===== src/design/sgp_pkg.sv =====
// Shared constants and carrier types for the gauge bus port
package sgp_pkg;
  localparam logic [6:0] SGP_OWN_ADDR     = 7'h0B;
  localparam logic [6:0] SGP_CHARGER_ADDR = 7'h09;
  localparam logic [6:0] SGP_HOST_ADDR    = 7'h08;
  localparam logic [7:0] SGP_CRC_POLY     = 8'h07;
  localparam logic [7:0] SGP_CRC_INIT     = 8'h00;
  localparam int         SGP_CLK_MHZ      = 200;
  localparam int         SGP_OFF_MS       = 2000;
  localparam int         SGP_ON_US        = 1000;
  localparam int         SGP_OFF_CYCLES   = SGP_OFF_MS * 1000 * SGP_CLK_MHZ;
  localparam int         SGP_ON_CYCLES    = SGP_ON_US * SGP_CLK_MHZ;
  localparam int         SGP_MDIV         = 500;
  localparam int         SGP_FIFO_DEPTH   = 8;
  localparam int         SGP_BLOCK_MAX    = 32;

  // Slave-side access presented to the gauge core
  typedef struct packed {
    logic       wr;
    logic [7:0] cmd;
    logic [15:0] data;
    logic       pec;
  } sgp_req_t;

  // Master broadcast request: target, command, word
  typedef struct packed {
    logic       to_host;
    logic [7:0] cmd;
    logic [15:0] data;
  } sgp_bcast_t;

  function automatic logic [7:0] sgp_crc8(input logic [7:0] crc, input logic [7:0] b);
    logic [7:0] c;
    c = crc ^ b;
    for (int i = 0; i < 8; i++) begin
      c = c[7] ? ((c << 1) ^ SGP_CRC_POLY) : (c << 1);
    end
    return c;
  endfunction : sgp_crc8
endpackage : sgp_pkg


===== src/design/sgp_fifo.sv =====
// Small flop FIFO with valid/ready on both sides
`timescale 1ns/1ps
module sgp_fifo #(
  parameter int WIDTH = 8,
  parameter int DEPTH = 8
) (
  // Clock and reset
  input  wire logic             clk,
  input  wire logic             sys_rst,
  // Fill side
  input  wire logic             in_valid,
  output logic                  in_ready,
  input  wire logic [WIDTH-1:0] in_data,
  // Drain side
  output logic                  out_valid,
  input  wire logic             out_ready,
  output logic      [WIDTH-1:0] out_data
);
  localparam int AW = $clog2(DEPTH);
  logic [WIDTH-1:0] mem [DEPTH];
  logic [AW-1:0]    wp;
  logic [AW-1:0]    rp;
  logic [AW:0]      cnt;
  logic             push;
  logic             pop;

  assign in_ready  = (cnt != DEPTH[AW:0]);
  assign out_valid = (cnt != '0);
  assign out_data  = mem[rp];
  assign push      = in_valid && in_ready;
  assign pop       = out_valid && out_ready;

  always_ff @(posedge clk) begin
    if (push) begin
      mem[wp] <= in_data;
    end
  end

  always_ff @(posedge clk) begin
    if (sys_rst) begin
      wp  <= '0;
      rp  <= '0;
      cnt <= '0;
    end else begin
      if (push) begin
        wp <= (wp == AW'(DEPTH - 1)) ? '0 : wp + 1'b1;
      end
      if (pop) begin
        rp <= (rp == AW'(DEPTH - 1)) ? '0 : rp + 1'b1;
      end
      cnt <= cnt + (AW+1)'(push) - (AW+1)'(pop);
    end
  end
endmodule : sgp_fifo


===== src/design/sgp_bit_sync.sv =====
// Two-flop synchroniser with edge and condition detection for the bus pins
`timescale 1ns/1ps
module sgp_bit_sync (
  // Clock and reset
  input  wire logic clk,
  input  wire logic sys_rst,
  // Raw pins
  input  wire logic scl_pin,
  input  wire logic sda_pin,
  // Synchronised view
  output logic      scl,
  output logic      sda,
  output logic      scl_rise,
  output logic      scl_fall,
  output logic      start_det,
  output logic      stop_det
);
  logic [1:0] scl_ff;
  logic [1:0] sda_ff;
  logic       scl_d;
  logic       sda_d;

  always_ff @(posedge clk) begin
    if (sys_rst) begin
      scl_ff <= 2'h3;
      sda_ff <= 2'h3;
      scl_d  <= 1'b1;
      sda_d  <= 1'b1;
    end else begin
      scl_ff <= {scl_ff[0], scl_pin};
      sda_ff <= {sda_ff[0], sda_pin};
      scl_d  <= scl_ff[1];
      sda_d  <= sda_ff[1];
    end
  end

  assign scl       = scl_ff[1];
  assign sda       = sda_ff[1];
  assign scl_rise  = scl_ff[1] && !scl_d;
  assign scl_fall  = !scl_ff[1] && scl_d;
  assign start_det = scl_ff[1] && scl_d && sda_d && !sda_ff[1]; // RL1
  assign stop_det  = scl_ff[1] && scl_d && !sda_d && sda_ff[1]; // RL2
endmodule : sgp_bit_sync


===== src/design/sgp_port.sv =====
// Bus port of the gauge: slave transfers, master broadcasts, PEC, off-state
`timescale 1ns/1ps
import sgp_pkg::*;

// Functional notes
// [RL1] Start: data falls while clock high
// [RL2] Stop: data rises while clock high
// [RL3] Address bits 7-1, direction bit 0
// [RL4] Direction and command select store or fetch
// [RL5] Bytes shift most significant bit first
// [RL6] Broadcast to charger and host addresses
// [RL7] Slave read word, write word, block read
// [RL8] Master broadcasts use write word only
// [RL9] Messages with or without PEC accepted
// [RL10] Last byte supplier appends PEC byte
// [RL11] Receiver compares PEC with own value
// [RL12] Host without PEC stops after data
// [RL13] PEC match acks, mismatch nacks, error
// [RL14] Host acks data, nacks PEC, stops
// [RL15] CRC-8 polynomial x8+x2+x+1
// [RL16] CRC covers address, command, data bytes
// [RL17] Bus off after 2 s low, on in 1 ms
// [RL18] Foreign address not acked, transfer ignored
// [RL19] Lost arbitration abandons broadcast
module sgp_port #(
  parameter int OFF_CYCLES = sgp_pkg::SGP_OFF_CYCLES,
  parameter int ON_CYCLES  = sgp_pkg::SGP_ON_CYCLES
) (
  // Clock and reset
  input  wire logic                clk,
  input  wire logic                sys_rst,
  // Bus pins, split into in/out/enable
  input  wire logic                serial_clock_line_i,
  output logic                     serial_clock_line_o,
  output logic                     serial_clock_line_oe,
  input  wire logic                serial_data_line_i,
  output logic                     serial_data_line_o,
  output logic                     serial_data_line_oe,
  // Slave access to gauge registers
  output sgp_pkg::sgp_req_t        req,
  output logic                     req_valid,
  output logic                     rd_req,
  output logic [7:0]               rd_cmd,
  input  wire logic [15:0]         rd_word,
  input  wire logic                rd_is_block,
  input  wire logic [7:0]          blk_data,
  output logic [4:0]               blk_index,
  input  wire logic [5:0]          blk_len,
  // Master broadcast requests
  input  wire logic                bc_valid,
  output logic                     bc_ready,
  input  wire sgp_pkg::sgp_bcast_t bc_data,
  input  wire logic                bc_pec_en,
  // Status
  output logic                     pec_error,
  output logic                     bc_done,
  output logic                     bc_lost,
  output logic                     bus_off
);
  import sgp_pkg::*;

  typedef enum logic [7:0] {
    ST_IDLE = 8'h01, ST_RX = 8'h02, ST_RACK = 8'h04, ST_TX = 8'h08,
    ST_TACK = 8'h10, ST_IGN = 8'h20, ST_MST = 8'h40, ST_MSTOP = 8'h80
  } sgp_state_t;

  sgp_state_t state;
  logic       scl, sda, scl_rise, scl_fall, start_det, stop_det;
  logic [7:0] shreg;
  logic [2:0] bitn;
  logic [3:0] bytes;
  logic       dir_rd;
  logic [7:0] cmd;
  logic [7:0] crc;
  logic [15:0] wdata;
  logic       sda_drv;
  logic       scl_drv;
  logic [5:0] tx_left;
  logic       tx_last;
  logic [31:0] off_cnt;
  logic [31:0] on_cnt;
  logic       fifo_v;
  logic       bus_busy;
  sgp_bcast_t fq;
  logic [5:0] mbyte;
  logic [9:0] div;
  logic [1:0] phase;
  logic       tick;
  logic [7:0] mbuf;
  logic       mpec;
  logic       rep;
  logic       m_go;
  logic [7:0] m_addr;
  sgp_bcast_t cur;

  sgp_bit_sync u_sync (
    .clk       (clk),
    .sys_rst   (sys_rst),
    .scl_pin   (serial_clock_line_i),
    .sda_pin   (serial_data_line_i),
    .scl       (scl),
    .sda       (sda),
    .scl_rise  (scl_rise),
    .scl_fall  (scl_fall),
    .start_det (start_det),
    .stop_det  (stop_det)
  );

  // Broadcast queue; drained only when the bus is free
  sgp_fifo #(.WIDTH($bits(sgp_bcast_t)), .DEPTH(SGP_FIFO_DEPTH)) u_fifo (
    .clk       (clk),
    .sys_rst   (sys_rst),
    .in_valid  (bc_valid),
    .in_ready  (bc_ready),
    .in_data   (bc_data),
    .out_valid (fifo_v),
    .out_ready (m_go),
    .out_data  (fq)
  );

  // Open drain: drive only low
  assign serial_data_line_o   = 1'b0;
  assign serial_clock_line_o  = 1'b0;
  assign serial_data_line_oe  = sda_drv;
  assign serial_clock_line_oe = scl_drv;

  // Off-state detect and recovery timer
  always_ff @(posedge clk) begin
    if (sys_rst) begin
      off_cnt <= '0;
      on_cnt  <= '0;
      bus_off <= 1'b0;
    end else if (!scl && !sda) begin
      on_cnt <= '0;
      if (off_cnt >= 32'(OFF_CYCLES - 1)) begin
        bus_off <= 1'b1; // RL17
      end else begin
        off_cnt <= off_cnt + 32'h1;
      end
    end else begin
      off_cnt <= '0;
      if (bus_off && scl && sda) begin
        if (on_cnt >= 32'(ON_CYCLES - 1)) begin
          bus_off <= 1'b0; // RL17
        end else begin
          on_cnt <= on_cnt + 32'h1;
        end
      end
    end
  end

  always_ff @(posedge clk) begin
    if (sys_rst) begin
      bus_busy <= 1'b0;
    end else if (start_det) begin
      bus_busy <= 1'b1;
    end else if (stop_det) begin
      bus_busy <= 1'b0;
    end
  end

  // Master bit clock enable
  always_ff @(posedge clk) begin
    if (sys_rst) begin
      div <= '0;
    end else begin
      div <= (div == 10'(SGP_MDIV - 1)) ? '0 : div + 10'h1;
    end
  end
  assign tick = (div == '0);

  assign tx_last = (tx_left == 6'h0);

  // Pop only when a broadcast really starts; a start seen in that cycle must not drop an entry
  assign m_go   = state == ST_IDLE && mbyte == 6'h3F && fifo_v && !bus_busy && !bus_off
                  && !start_det && !stop_det;
  assign m_addr = {fq.to_host ? SGP_HOST_ADDR : SGP_CHARGER_ADDR, 1'b0};

  // Slave and master protocol engine
  always_ff @(posedge clk) begin
    if (sys_rst) begin
      state     <= ST_IDLE;
      shreg     <= '0;
      bitn      <= '0;
      bytes     <= '0;
      dir_rd    <= 1'b0;
      cmd       <= '0;
      crc       <= SGP_CRC_INIT;
      wdata     <= '0;
      sda_drv   <= 1'b0;
      scl_drv   <= 1'b0;
      tx_left   <= '0;
      req       <= '0;
      req_valid <= 1'b0;
      rd_req    <= 1'b0;
      rd_cmd    <= '0;
      blk_index <= '0;
      pec_error <= 1'b0;
      bc_done   <= 1'b0;
      bc_lost   <= 1'b0;
      mbyte     <= 6'h3F;
      phase     <= '0;
      mbuf      <= '0;
      mpec      <= 1'b0;
      rep       <= 1'b0;
      cur       <= '0;
    end else begin
      req_valid <= 1'b0;
      rd_req    <= 1'b0;
      pec_error <= 1'b0;
      bc_done   <= 1'b0;
      bc_lost   <= 1'b0;
      if (mbyte != 6'h3F) begin
        // Master write word broadcast
        if (state == ST_MST && scl_drv == 1'b0 && scl && sda_drv == 1'b0
            && !sda && phase == 2'h3 && bytes != 4'h8) begin
          sda_drv <= 1'b0; // RL19
          scl_drv <= 1'b0;
          mbyte   <= 6'h3F;
          state   <= ST_IDLE;
          bc_lost <= 1'b1;
        end else if (tick) begin
          phase <= phase + 2'h1;
          case (phase)
            2'h0: scl_drv <= 1'b1;
            2'h1: begin
              if (state == ST_MSTOP) begin
                sda_drv <= 1'b1;
              end else if (bitn == 3'h0 && bytes == 4'h8) begin
                sda_drv <= 1'b0;
              end else begin
                sda_drv <= !mbuf[7]; // RL5
              end
            end
            2'h2: scl_drv <= 1'b0;
            default: begin
              if (state == ST_MSTOP) begin
                sda_drv <= 1'b0; // RL2
                mbyte   <= 6'h3F;
                state   <= ST_IDLE;
                bc_done <= 1'b1;
              end else if (bytes == 4'h8) begin
                bytes <= '0;
                mbyte <= mbyte + 6'h1;
                if (mbyte == (mpec ? 6'h4 : 6'h3)) begin
                  state <= ST_MSTOP;
                end else begin
                  case (mbyte)
                    6'h0:    mbuf <= cur.cmd;
                    6'h1:    mbuf <= cur.data[7:0];
                    6'h2:    mbuf <= cur.data[15:8];
                    default: mbuf <= crc; // RL10
                  endcase
                  // Check byte taken at load; the shift register is mangled by the end
                  if (mbyte < 6'h3) begin
                    crc <= sgp_crc8(crc, (mbyte == 6'h0) ? cur.cmd
                      : (mbyte == 6'h1) ? cur.data[7:0] : cur.data[15:8]); // RL16
                  end
                  bitn <= 3'h7;
                end
              end else begin
                if (bitn == 3'h0) begin
                  bytes <= 4'h8;
                end else begin
                  bitn  <= bitn - 3'h1;
                  mbuf  <= {mbuf[6:0], 1'b0};
                end
              end
            end
          endcase
        end
      end else if (start_det) begin
        state <= ST_RX; // RL1
        bitn  <= 3'h7;
        // A start after address and command is a read's repeated start: keep the check
        rep   <= (bytes == 4'h2 && state != ST_IGN);
        if (bytes != 4'h2 || state == ST_IGN) begin
          bytes <= '0;
        end
        sda_drv <= 1'b0;
      end else if (stop_det) begin
        if (state != ST_IGN && !dir_rd && bytes == 4'h4) begin
          req_valid <= 1'b1; // RL12
          req       <= '{wr: 1'b1, cmd: cmd, data: wdata, pec: 1'b0};
        end
        state   <= ST_IDLE; // RL2
        bytes   <= '0;
        sda_drv <= 1'b0;
      end else begin
        case (state)
          ST_IDLE: begin
            if (m_go) begin
              // RL6 RL8: address the charger or host with a write word
              mbuf    <= m_addr;
              crc     <= sgp_crc8(SGP_CRC_INIT, m_addr); // RL16
              cur     <= fq;
              mpec    <= bc_pec_en;
              mbyte   <= '0;
              bitn    <= 3'h7;
              bytes   <= '0;
              phase   <= '0;
              sda_drv <= 1'b1; // RL1
              state   <= ST_MST;
            end
          end
          ST_RX: if (scl_rise) begin
            shreg <= {shreg[6:0], sda}; // RL5
            if (bitn == 3'h0) begin
              state <= ST_RACK;
            end else begin
              bitn <= bitn - 3'h1;
            end
          end
          ST_RACK: if (scl_fall) begin
            bytes <= bytes + 4'h1;
            crc   <= (bytes == 4'h0) ? sgp_crc8(SGP_CRC_INIT, shreg)
                                     : sgp_crc8(crc, shreg); // RL15 RL16
            bitn  <= 3'h7;
            if (bytes == 4'h0 || (bytes == 4'h2 && rep)) begin
              if (shreg[7:1] != SGP_OWN_ADDR) begin
                state <= ST_IGN; // RL18
              end else begin
                sda_drv <= 1'b1; // RL3
                dir_rd  <= shreg[0];
                state   <= ST_TACK;
                if (shreg[0]) begin
                  rd_req <= 1'b1; // RL4
                  rd_cmd <= cmd;
                end
              end
            end else if (bytes == 4'h4) begin
              if (shreg == crc) begin
                sda_drv   <= 1'b1; // RL11 RL13
                req_valid <= 1'b1; // RL9
                req       <= '{wr: 1'b1, cmd: cmd, data: wdata, pec: 1'b1};
              end else begin
                pec_error <= 1'b1; // RL13
              end
              state <= ST_TACK;
            end else begin
              if (bytes == 4'h1) cmd <= shreg;
              if (bytes == 4'h2) wdata[7:0] <= shreg;
              if (bytes == 4'h3) wdata[15:8] <= shreg;
              sda_drv <= 1'b1;
              state   <= ST_TACK;
            end
          end
          ST_TACK: if (scl_fall) begin
            sda_drv <= 1'b0;
            if (dir_rd && bytes >= 4'h3) begin
              // RL7 RL14: byte out, PEC last; host nack ends it
              if (bytes == 4'h3) begin
                tx_left   <= rd_is_block ? blk_len : 6'h1;
                shreg     <= rd_is_block ? {2'h0, blk_len} : rd_word[7:0];
                crc       <= sgp_crc8(crc, rd_is_block ? {2'h0, blk_len} : rd_word[7:0]);
                blk_index <= '0;
              end
              state <= ST_TX;
              bitn  <= 3'h7;
            end else begin
              state <= ST_RX;
            end
          end
          ST_TX: begin
            sda_drv <= !shreg[7]; // RL5
            if (scl_fall) begin
              if (bitn == 3'h0) begin
                sda_drv <= 1'b0;
                state   <= ST_IGN;
                bytes   <= 4'h5;
              end else begin
                bitn  <= bitn - 3'h1;
                shreg <= {shreg[6:0], 1'b0};
              end
            end
          end
          ST_IGN: if (bytes == 4'h5 && scl_rise) begin
            if (sda) begin
              state <= ST_IGN; // RL14
              bytes <= 4'h6;
            end else begin
              // Wait for the acknowledge clock to fall, or that fall would count as a bit
              state   <= ST_TACK;
              bitn    <= 3'h7;
              bytes   <= 4'h3 + 4'h1;
              if (tx_last) begin
                shreg <= crc; // RL10
              end else begin
                tx_left   <= tx_left - 6'h1;
                blk_index <= blk_index + 5'h1;
                shreg     <= rd_is_block ? blk_data : rd_word[15:8];
                crc       <= sgp_crc8(crc, rd_is_block ? blk_data : rd_word[15:8]);
              end
            end
          end
          default: state <= ST_IDLE;
        endcase
      end
    end
  end

  a_start_recv: assert property (@(posedge clk) disable iff (sys_rst)
    start_det && mbyte == 6'h3F |=> state == ST_RX) // RL1
    else $error("start not taken");
  a_stop_idle: assert property (@(posedge clk) disable iff (sys_rst)
    stop_det && mbyte == 6'h3F |=> state == ST_IDLE) // RL2
    else $error("stop not taken");
  a_pec_nack: assert property (@(posedge clk) disable iff (sys_rst)
    pec_error |-> !sda_drv) // RL13
    else $error("ack on bad pec");
  a_foreign_ign: assert property (@(posedge clk) disable iff (sys_rst)
    state == ST_IGN && bytes == 4'h1 |-> !sda_drv) // RL18
    else $error("drove foreign transfer");
  a_lost_release: assert property (@(posedge clk) disable iff (sys_rst)
    bc_lost |-> !sda_drv && !scl_drv) // RL19
    else $error("bus held after loss");
  a_off_set: assert property (@(posedge clk) disable iff (sys_rst)
    bus_off && !$past(bus_off) |-> $past(!scl && !sda)) // RL17
    else $error("off without low bus");
  a_req_write: assert property (@(posedge clk) disable iff (sys_rst)
    req_valid |-> req.wr && !dir_rd) // RL4
    else $error("write on read");
  a_rd_cmd: assert property (@(posedge clk) disable iff (sys_rst)
    rd_req |-> rd_cmd == cmd) // RL4
    else $error("wrong read command");
  c_write: cover property (@(posedge clk) req_valid);
  c_read: cover property (@(posedge clk) rd_req);
  c_bcast: cover property (@(posedge clk) bc_done);
endmodule : sgp_port


===== config.mk =====
export PLATFORM = sky130hd
export DESIGN_NAME = sgp_port
export DESIGN_NICKNAME = d
export VERILOG_FILES = /design/src/design/sgp_pkg.sv /design/src/design/sgp_fifo.sv /design/src/design/sgp_bit_sync.sv /design/src/design/sgp_port.sv
export SDC_FILE = /design/constraint.sdc
export NUM_CORES = 1
export LEC_CHECK = 0
export BUFFER_PORTS_ARGS = -buffer_cell sky130_fd_sc_hd__buf_2
export CAP_MARGIN = 20
export CORE_MARGIN = 2
export CORE_UTILIZATION = 55
export DETAILED_ROUTE_END_ITERATION = 8
export GPL_TIMING_DRIVEN = 0
export PLACE_DENSITY = 0.76
export SETUP_SLACK_MARGIN = 0.2
export SYNTH_ARGS = -nofsm -noshare
export SYNTH_HDL_FRONTEND = slang
export SYNTH_SLANG_ARGS = --single-unit

===== constraint.sdc =====
create_clock -name clk -period 3.9 [get_ports clk]
set_input_delay 0 -clock clk [delete_from_list [all_inputs] [get_ports clk]]
set_output_delay 0 -clock clk [all_outputs]
set_load 0.02 [all_outputs]

Word-level counts from Yosys, hierarchy flattened:

Memories as Yosys holds them, arrays and structs flattened. A register that Yosys moved wholly into a read port is not among the register bits.
Index checks and enable logic that the tools add are counted.

* register bits after elaboration: 242
* latch bits: 0
* bits in writable memories: 200
* memory bits (read-only): 0
* input bits: 62
* word-level logic and storage cells: 552
* memories kept: 1

Memory list
* u_fifo.mem: words 8, bits a word 25, rd ports 1, clocked after Yosys merged registers in 1, write ports 1, line sgp_fifo.sv:20 `logic [WIDTH-1:0] mem [DEPTH];`

* add/subtract/negate cells: 13
* $mul: 0
* divide/modulo/power cells: 0
* magnitude comparators: 4
* equal/unequal tests: 89
* shift operators: 0
* muxes and demuxes: 239
* bitwise logic cells: 65
* reductions and logical operators: 99

Operators by type and width (count)
* $mux 8: 62
* $mux 3: 71
* $mux 26: 7
* $not 3->3: 48
* $mux 6: 19
* $add 32x1->32 const B: 2
* $mux 4: 16
* $pmux 8 s4: 2
* $pmux 8 s6: 1
* $reduce_and 8->1: 5
* $mux 1: 39
* $reduce_and 12->1: 3
* $ge 32x18->1 const B: 1
* $ge 32x29->1 const B: 1
* $ne 4x4->1 const B: 8
* $xor 8x8->8: 4
* $logic_and 1x1->1: 31
* $mux 5: 6
* $ne 5x5->1 const B: 6
* $ne 2x2->1 const B: 14
* $ne 3x3->1 const B: 8
* $pmux 8 s3: 1
* $reduce_bool 2->1: 11
* $reduce_and 10->1: 2
* other kinds (77): 141

Longest topological paths before layout:

Gate-level depths: netlist of run 1.

* word-level depth: 28
* mapped depth: 14
* gate-level depth less buffers: 12

Modules after synthesis:

From an unflattened synthesis of run 1, not the netlist that was laid out.

* cell total of the unflattened synthesis: 1930
* area total of the unflattened synthesis: 21194.1 sq um

Modules (own cells, without submodules)
* sgp_port: instances 1, cells an instance 1548, area each 12585.8 sq um, sequential area each 4524.3 sq um
* sgp_fifo: instances 1, cells an instance 366, area each 8418.1 sq um, sequential area each 6266.0 sq um
* sgp_bit_sync: instances 1, cells an instance 16, area each 190.2 sq um, sequential area each 120.1 sq um

Least setup slack after synthesis of run 1:

Ideal clock, no wire load.

* kind: register to register
* start: register u_fifo.cnt[2]
* end: memory u_fifo.mem[0][0] (netlist bit), enable pin
* arrival time: 3.361 ns
* data required time: 3.430 ns
* slack: 0.069 ns
* cell stages (with the launch flop): 6
* clock period less this slack: 3.831 ns
* path through: dfxtp_1 inv_1 ha_1 nand2_1 nand2_1 nor4_1

* word-level cells in the longest chain between the ends: 4

Ends and longest elaborated chain
* start: declaration: line sgp_fifo.sv:23 `logic [AW:0] cnt;`
* start signal: assignment: line sgp_fifo.sv:51 `cnt <= cnt + (AW+1)'(push) - (AW+1)'(pop);`
* $ne 4x4->1: line sgp_fifo.sv:27 `assign in_ready = (cnt != DEPTH[AW:0]);`
* named net bc_ready: line sgp_port.sv:51 `output logic bc_ready,`
* $logic_and 1x1->1: line sgp_fifo.sv:30 `assign push = in_valid && in_ready;`
* $mux 1: line sgp_fifo.sv:34 `if (push) begin`
* $mux 1 (implied by the code): line sgp_fifo.sv:35 `mem[wp] <= in_data;`
* end: declaration: line sgp_fifo.sv:20

The timed path passes the listed nets, and every way through them passes these cells.

Final worst setup path of run 1:

* start: register mbyte[0]
* end: register u_fifo.cnt[2]

* word-level cells in the longest chain between the ends: 9

Ends and longest elaborated chain
* start: declaration: line sgp_port.sv:85 `logic [5:0] mbyte;`
* start signal: assignment: line sgp_port.sv:244 `mbyte <= mbyte + 6'h1;`
* $eq 6x6->1: line sgp_port.sv:175 `assign m_go = state == ST_IDLE && mbyte == 6'h3F && fifo_v && !bus_busy && !bus_off`
* $logic_and 1x1->1 (4 in series): line sgp_port.sv:175
* $logic_and 1x1->1 (2 in series): line sgp_port.sv:176 `&& !start_det && !stop_det;`
* $logic_and 1x1->1: line sgp_fifo.sv:31 `assign pop = out_valid && out_ready;`
* named net u_fifo.pop: line sgp_fifo.sv:25 `logic pop;`
* $sub 4x1->4: line sgp_fifo.sv:51

The timed path passes the listed nets, and every way through them passes these cells.
A chain may end at the register's enable or synchronous reset.

==> results.toml, run 1 <==
[clocking]
cts_tree = "built"
ctsRootBufferMaster = "clkbuf_16"
clk_pin_slew_ps = 60
clockBufferDepth = 3
clock_latency_ps = 580
postCtsSetupBuffers = 0
clkSinkCount = 445
cts_made_buffers = 47
htree_num_levels = 2

[global_routing]
met1_usage = 0.360
met3_usage = 0.0410
grt_overflow = 0
antenna_found_initial = 0
grt_pass1_vias = 15500
grt_usage = 0.278
grt_pass1_wl_um = 84300
use_met2 = 0.471
grt_max_degree = 26
grt_busiest_layer = "met2"

[place]
dpl.cell_count = 2499
postPlaceCellArea_um2 = 22000
dp_hpwl_um = 37100
gp_congestion = 0.966
pre_cts_ws_ps = 207
portBuffers = 108

[worst_setup_path]
path_class = "reg2reg"
crit_top_cell = "ha_1"
crit_path_cell_trace = "ha_1 -> and3_1 -> o2111ai_4 -> or3_1 -> buf_4 -> clkinv_4 -> buf_2 -> ha_1 -> inv_1 -> ha_1 -> inv_1 -> fa_1 -> xor2_1 -> nor2_1"
required_ps = 4340
critPathBufInv = 5
cp-startpoint = "mbyte[0]$_SDFFE_PP1P_"
crit_fanout = 10
crit_family = "adder cells"
cpPeakStageDelay_ps = 480
cp_slowest_cell = "dfxtp_1"
reg2reg_slack_ps = 350
start_kind = "register"
r2r_start = "mbyte[0]$_SDFFE_PP1P_"
endpoint_kind = "register"
arrival_ps = 3990

[final_layout]
post_route_cells_drive_above_1_share = 0.137
nNetsFinal = 2216
diodes = 0
stdcell_area_um2 = 24000
syn_to_final_growth_pct = 16.1
layoutNonFillerInstCount = 2622
layout_common_cells = "dfxtp_1, edfxtp_1, nand2_1, nor2_1, a21oi_1"
fillers = 2800
mostFrequentLayoutCell = "dfxtp_1"

[sta]
slew_headroom = 0.310
slew_violations = 0
fin_crit_ps = 3550
fin_ws_ps = 352
fin_skew_ps = 16.4
clock.fmax_ghz = 0.282
setup_viol = 0
tightest_slew_ps = 1030
rsz0062_at_grt = "true"
fin_crit_sh = 0.910
hold_viol = 0

[synth]
async_flop_share = 0
synth_edf_count = 200
yosysTopAreaCellShare = 0.291
avgSynthCellArea_um2 = 10.8
ys_ff_latch = 445
synth_area_um2 = 20600
synth_cells = 1909
ys_seq_area_frac = 0.529
yosys_warnings = 0
synth_top_area_cell = "edfxtp_1"
synth_ff_type = "dfxtp_1"
yosysUniqueCellTypes = 81
synth_area_leaders = "edfxtp_1, dfxtp_1, mux4_2"

[floorplanning]
die_x_um = 198
start_util = 0.561
rows = 70
num_io_pins = 112
core_um2 = 36800
die_height_um = 198
design.die.area_um2 = 39100

[route]
drt-pass1-iter-count = 6
vias = 15800
ant_nets = 0
wl_per_cell_um = 20.6
drt_iter0_drc = 1155
via_per_inst = 6.02
drc = 0
totalWireLength_um = 54000

[pwr]
powerDensity_nw_per_um2 = 559
p_leak_nw = 8.43
power_w = 0.0134
ir_drop_mv = 0.530

[worst_hold_path]
hp-start = "sys_rst"
hold_path_class = "in2reg"

[status]
outcome = "finished clean"

[flow_run]
max_cap_violations = 0
==> repair_timing <==
action                                  in CTS  in global routing
resized for setup                            1                  2
gates cloned                                 0                  0
hold buffers                                36                  0
endpoints found under the setup margin       2                  7
endpoints found under the hold margin      211                  0
==> worst min-delay path, stage by stage <==
cell     delay, ps
buf_2          100
or2_2          100
buf_1          290
a21oi_1         60
==> state kept, by name, summed over array words and instances (netlist names), 10 cells and up, named ones only <==
register,cells
on_cnt,32
u_fifo.mem,200
div,10
off_cnt,32
cur,24
req,26
wdata,16
==> cells in the mapped netlist, types with 23 or more instances <==
library cell,n
dfxtp_1,245
edfxtp_1,200
nand2_1,177
nor2_1,173
a21oi_1,132
clkbuf_1,107
xnor2_1,83
nand3_1,74
mux2i_1,60
mux4_2,50
o21ai_0,47
xor2_1,47
a211oi_1,43
nor3_1,41
ha_1,36
inv_1,35
and2_1,25
or3_1,24
and3_1,23
==> path summary, 6_finish.rpt <==
check                                                    to  depth (start not counted)
worst max-delay path               u_fifo.cnt[2]$_SDFF_PP0_                         14
worst max register to register     u_fifo.cnt[2]$_SDFF_PP0_                         14
worst min-delay path                 on_cnt[2]$_SDFFE_PP0P_                          4
worst min register to register  u_sync.sda_ff[1]$_SDFF_PP1_                          1
==> power breakdown <==
part | switching (W) | internal (W) | leakage (nW)
registers | 0.000154 | 0.00515 | 3.80
clock network | 0.00189 | 0.00270 | 0.778
logic | 0.00210 | 0.00140 | 3.85
total | 0.00414 | 0.00926 | 8.43
==> cells by family after synthesis <==
kind of cell	count (synthesis)	share of synthesized area
AND/OR/NAND/NOR	657	0.157
other	1	0.000182
buffers and inverters	165	0.0320
adder cells (fa/ha/maj)	37	0.0228
XOR/XNOR	137	0.0628
multiplexers	112	0.0847
AO/OA/AOI/OAI	355	0.112
flip-flops	445	0.529
==> metal layers <==
layer | vias up | share of wire
met3 | 132 | 0.058
met1 | 7688 | 0.43
li1 | 7408 | -
met5 | - | 0
met4 | 0 | 0.034
met2 | 546 | 0.48
==> layout make-up <==
class	count	area, um^2	area share
timing repair buffer	158	1070	0.0446
sequential	445	10900	0.455
multi-input combinational	1300	9160	0.382
buffer	129	520	0.0217
clock inverter	25	290	0.0121
tap	468	586	0.0244
clock buffer	61	1300	0.0542
inverter	36	140	0.00585
==> metrics by stage <==
stage / util / TNS, ps / hold slack, ps
2_1_floorplan: - / 0 / 98.9
3_3_place_gp: 0.592 / -95330 / 215
3_5_place_dp: 0.598 / 0 / 214
4_1_cts: 0.651 / 0 / 9.01
5_1_grt: 0.652 / 0 / 42.8
6_report: 0.652 / 0 / 28.1
Power figures use the tool's default switching activity.
==> run 2: changes to the inputs <==
Settings changed: REMOVE_ABC_BUFFERS set to 1.
==> run 2 against run 1 <==
Critical path depth down 8. Non-clock buffer count down 118. Maximum frequency about the same. Final cell count down 4.6%. Total power down 3.6%. Highest routed layer unchanged.
==> results.toml, run 2 (synthesis gave the netlist of run 1 again) <==
[worst_setup_path]
required_ps = 4330
crit_fanout = 13
cpPeakStageDelay_ps = 650
start_kind = "register"
endpoint_kind = "register"
cp_slowest_cell = "a2111oi_1"
path_class = "reg2reg"
crit_path_cell_trace = "nor4_4 -> nand4b_1 -> o311ai_2 -> nand3_1 -> a2111oi_1 -> nor3_1"
arrival_ps = 3980

[route]
vias = 15200
drt-pass1-iter-count = 5
totalWireLength_um = 48200
wl_per_cell_um = 19.3
drt_iter0_drc = 1161
drc = 0
ant_nets = 0
via_per_inst = 6.06

[global_routing]
grt_overflow = 0
grt_usage = 0.245
grt_pass1_vias = 14300
grt_pass1_wl_um = 76000
antenna_found_initial = 1
grt_max_degree = 89

[pwr]
swShare = 0.305
p_leak_nw = 8.27
share_comb_of_total_power = 0.247
clock_power_share = 0.331
powerDensity_nw_per_um2 = 548
p_switching_w = 0.00393
intPower_w = 0.00897
ir_drop_mv = 0.403
seq_power_share = 0.422

[sta]
whs_ps = 45.4
slew_headroom = 0.364
slew_violations = 0
fin_crit_ps = 3550
hold_viol = 0
tns_ps = 0
rsz0062_at_grt = "true"
tightest_slew_ps = 953
clock.fmax_ghz = 0.282
fin_ws_ps = 349
fin_crit_sh = 0.911
fin_skew_ps = 21.0
setup_viol = 0

[final_layout]
nNetsFinal = 2097
post_route_cells_drive_above_1_share = 0.149
reg_top3 = "u_fifo.mem x200, off_cnt x32, on_cnt x32"
regMostFlops = "u_fifo.mem"
fillers = 2795
layout_common_cells = "dfxtp_1, edfxtp_1, nand2_1, nor2_1, a21oi_1"
mostFrequentLayoutCell = "dfxtp_1"
largest_reg_flops = 200
syn_to_final_growth_pct = 14.1

[clocking]
clkSinkCount = 445
clk_pin_slew_ps = 60
ctsRootBufferMaster = "clkbuf_16"
clockBufferDepth = 3
clock_latency_ps = 570
htree_num_levels = 2
cts_tree = "built"
cts_made_buffers = 46

[worst_hold_path]
hold_path_class = "in2reg"

[place]
pre_cts_ws_ps = -244
dp_hpwl_um = 31500
portBuffers = 109
gp_congestion = 0.913

[floorplanning]
num_io_pins = 112
start_util = 0.561
rows = 70
die_height_um = 198
die_x_um = 198
core_um2 = 36800
design.die.area_um2 = 39100

[status]
outcome = "finished clean"

[flow_run]
max_cap_violations = 0
## run 2: changes by cell type in the layout (fill, tap and decap cells not counted), moves of 4 or more
cell	before	now
dfxtp_2	0	4
clkbuf_1	115	9
dfxtp_1	245	240
buf_1	8	0
buf_2	116	109
clkinv_2	6	10
## run 2: timing repair
action	in CTS	in global routing
buffers inserted	0	3
gates resized for setup	5	10
endpoints found under the setup margin	32	33
hold buffers	35	0
cloned	0	0
pin swaps	0	2
hold endpoints to repair	280	0
## run 2: per-layer routing
metal  GRT usage  share of wire
met1       0.324           0.42
met2       0.414           0.49
met3      0.0395          0.065
met4      0.0788          0.025
met5           0              0
## run 2: power by group through the flow
stage | clock [W] | combinational, W | sequential (W)
final | 0.00427 | 0.00319 | 0.00545
after global routing | 0.00451 | 0.00348 | 0.00547
after CTS | 0.00435 | 0.00313 | 0.00544
after detailed placement | 0 | 0.00305 | 0.00553
after global placement | 0 | 0.00285 | 0.00559
after floorplan | 0 | 0.00223 | 0.00549
## run 2: final timing paths
check	from	to	cells past startpoint	slack, ps
worst min-delay path	bc_valid	u_fifo.wp[2]$_SDFFE_PP0P_	4	50
worst min register to register	u_sync.sda_ff[0]$_SDFF_PP1_	u_sync.sda_ff[1]$_SDFF_PP1_	1	420
worst max register to register	state[5]$_SDFFE_PP0P_	shreg[2]$_SDFFE_PP0P_	6	350
worst max-delay path	state[5]$_SDFFE_PP0P_	shreg[2]$_SDFFE_PP0P_	6	350
## run 2: metrics by stage
stage          power, W   util  instance area [um^2]  std cells
2_1_floorplan   0.00772      -                 20100       1781
5_1_grt          0.0135  0.640                 23500       2502
3_3_place_gp    0.00844  0.578                 21300       2358
4_1_cts          0.0129  0.638                 23500       2498
6_report         0.0129  0.640                 23500       2502
3_5_place_dp    0.00858  0.588                 21600       2380
## run 2: layout make-up
class / instances / area, um^2 / area share
Timing Repair Buffer: 169 / 1220 / 0.0516
Multi-Input combinational cell: 1300 / 9200 / 0.391
Clock inverter: 22 / 218 / 0.00925
Inverter: 36 / 143 / 0.00606
Antenna cell: 1 / 2.50 / 0.000106
Clock buffer: 61 / 1270 / 0.0538
Tap cell: 468 / 586 / 0.0249
Sequential cell: 445 / 10900 / 0.464
## run 2: worst max-delay path, delay by kind of cell, from the launching register on
kind,cells,cell delay (ps)
flip-flops,1,460
AND/OR/NAND/NOR,4,1740
AO/OA/AOI/OAI,2,1210
==> run 3: changes to the inputs <==
Settings changed: CORE_UTILIZATION 55 to 61, CTS_CLUSTER_SIZE set to 24, PLACE_DENSITY 0.76 to 0.8.
Clock period 3.9 ns to 3.5 ns, I/O delays scaled along.
==> run 3 against run 2 <==
Count of clock-buffer cells in the layout is 3 lower. Maximum frequency is 10% higher. Total power is 12% higher. Flip-flop and latch count stayed put. Wire length is 3.9% higher. Global-route usage is 3.8 points higher. Clock skew is 1.4 ps higher. Final cell count is 0.56% lower. Register-to-register slack worse by 70 ps.
==> results.toml, run 3 (synthesis gave the netlist of run 1 again) <==
[status]
outcome = "finished clean"

[route]
totalWireLength_um = 50100
wl_per_cell_um = 20.1
ant_nets = 0
drt-pass1-iter-count = 8
drc = 0
vias = 15300
via_per_inst = 6.17
drt_iter0_drc = 1326

[final_layout]
reg_top3 = "u_fifo.mem x200, off_cnt x32, on_cnt x32"
regArea_um2 = 10900
diodes = 0
nNetsFinal = 2104
layout_common_cells = "dfxtp_1, edfxtp_1, nand2_1, nor2_1, a21oi_1"
regMostFlops = "u_fifo.mem"
largest_reg_flops = 200
syn_to_final_growth_pct = 14.4
mostFrequentLayoutCell = "dfxtp_1"
post_route_cells_drive_above_1_share = 0.156
fillers = 2352
multi_input_area_um2 = 9240
layoutNonFillerInstCount = 2488

[sta]
fin_crit_sh = 0.919
slew_violations = 0
rsz0062_at_grt = "true"
tightest_slew_ps = 998
setup_viol = 0
fin_skew_ps = 22.4
slew_headroom = 0.329
hold_viol = 0
clock.fmax_ghz = 0.311
fin_crit_ps = 3220
tns_ps = 0

[clocking]
clkSinkCount = 445
cts_tree = "built"
cts_made_buffers = 45
ctsRootBufferMaster = "clkbuf_16"
clk_pin_slew_ps = 60
clock_latency_ps = 590
htree_num_levels = 2
clockBufferDepth = 3

[pwr]
p_leak_nw = 8.30
share_comb_of_total_power = 0.252
powerDensity_nw_per_um2 = 614
clock_power_share = 0.328
p_switching_w = 0.00444
ir_drop_mv = 0.538
swShare = 0.306
intPower_w = 0.0101
seq_power_share = 0.420

[worst_hold_path]
hp-start = "rd_word[8]"
hold_path_class = "in2reg"
worstHoldEndpoint = "shreg[0]$_SDFFE_PP0P_"
holdPathStages = 6

[place]
dpl.cell_count = 2357
dp_hpwl_um = 31900
gp_congestion = 0.962
portBuffers = 109

[global_routing]
grt_pass1_wl_um = 79000
grt_max_degree = 87
grt_overflow = 0
grt_pass1_vias = 15100
grt_usage = 0.283
antenna_found_initial = 0

[floorplanning]
die_x_um = 188
core_um2 = 33400
num_io_pins = 112
design.die.area_um2 = 35300
die_height_um = 188
rows = 67
start_util = 0.617

[worst_setup_path]
start_kind = "register"
r2r_cells = 11
arrival_ps = 3680
endpoint_kind = "register"
crit_fanout = 55
reg2reg_slack_ps = 280
reg2reg_to = "u_fifo.cnt[2]$_SDFF_PP0_"
path_class = "reg2reg"
required_ps = 3960
r2r_start = "state[5]$_SDFFE_PP0P_"

[flow_run]
max_cap_violations = 0
-- run 3: cell types whose count changed in the layout (fill, tap and decap cells not counted), moves of 3 or more --
cell,previous run,this run
clkinv_2,10,6
dfxtp_2,4,7
dfxtp_1,240,237
clkinvlp_4,1,4
clkinv_1,3,6
buf_4,7,14
-- run 3: final cells by class --
cell class	instances	area share
multi-input cells	1300	0.391
inverters	36	0.00641
flip-flops and latches	445	0.462
well taps	448	0.0237
clock buffers	58	0.0523
clock inverters	24	0.00932
repair buffers	177	0.0548
-- run 3: worst max-delay path: stages, from the launching register on --
cell	delay (ps)
dfxtp_1	450
nor4_4	560
nand4b_2	250
or3_4	520
inv_16	180
ha_1	260
inv_1	50
ha_1	160
inv_1	60
fa_1	380
xor2_1	140
nor2_1	50
-- run 3: worst max-delay path by stage --
stage,start,to,depth (start not counted),slack (ps)
global route,state[5]$_SDFFE_PP0P_,u_fifo.cnt[2]$_SDFF_PP0_,11,180
floorplan,u_fifo.cnt[2]$_SDFF_PP0_,u_fifo.mem[0][0]$_DFFE_PP_,5,-330
finish,state[5]$_SDFFE_PP0P_,u_fifo.cnt[2]$_SDFF_PP0_,11,280
detailed placement,state[0]$_SDFFE_PP1P_,blk_index[3]$_SDFFE_PP0P_,6,-540
CTS,state[5]$_SDFFE_PP0P_,blk_index[3]$_SDFFE_PP0P_,6,120
global placement,u_fifo.cnt[2]$_SDFF_PP0_,u_fifo.mem[0][16]$_DFFE_PP_,5,-2380
-- run 3: metrics by stage --
stage | hold slack (ps) | util | cell area [um^2] | total power (W) | worst slack [ps]
finish | 36.6 | 0.706 | 23600 | 0.0145 | 283
global route | 62.0 | 0.706 | 23600 | 0.0151 | 183
CTS | 13.1 | 0.703 | 23500 | 0.0144 | 118
detailed placement | 190 | 0.645 | 21600 | 0.00956 | -544
global placement | 192 | 0.635 | 21200 | 0.00939 | -2380
floorplan | 66.7 | - | 20100 | 0.00860 | -331
-- run 3: power groups by stage --
stage	Sequential, W	Combinational (W)	Clock, W
5_1_grt	0.00613	0.00397	0.00502
3_3_place_gp	0.00623	0.00317	0
3_5_place_dp	0.00618	0.00338	0
6_report	0.00610	0.00366	0.00475
4_1_cts	0.00608	0.00351	0.00482
2_1_floorplan	0.00612	0.00248	0
-- run 3: timing repair --
| item | 4_1_cts | 5_1_grt |
|---|---|---|
| resized for setup | 13 | 17 |
| hold buffers | 38 | 0 |
| setup endpoints to repair | 88 | 85 |
| pin swaps | 2 | 3 |
| buffers inserted | 3 | 8 |
| hold endpoints to repair | 284 | 0 |
-- run 3: per-layer routing --
layer | track usage | routed length [um] | vias up
met5 | 0 | 0 | -
met4 | 0.124 | 2000 | 0
met3 | 0.0419 | 3200 | 136
met2 | 0.494 | 25200 | 576
met1 | 0.349 | 19700 | 7434
li1 | - | - | 7196
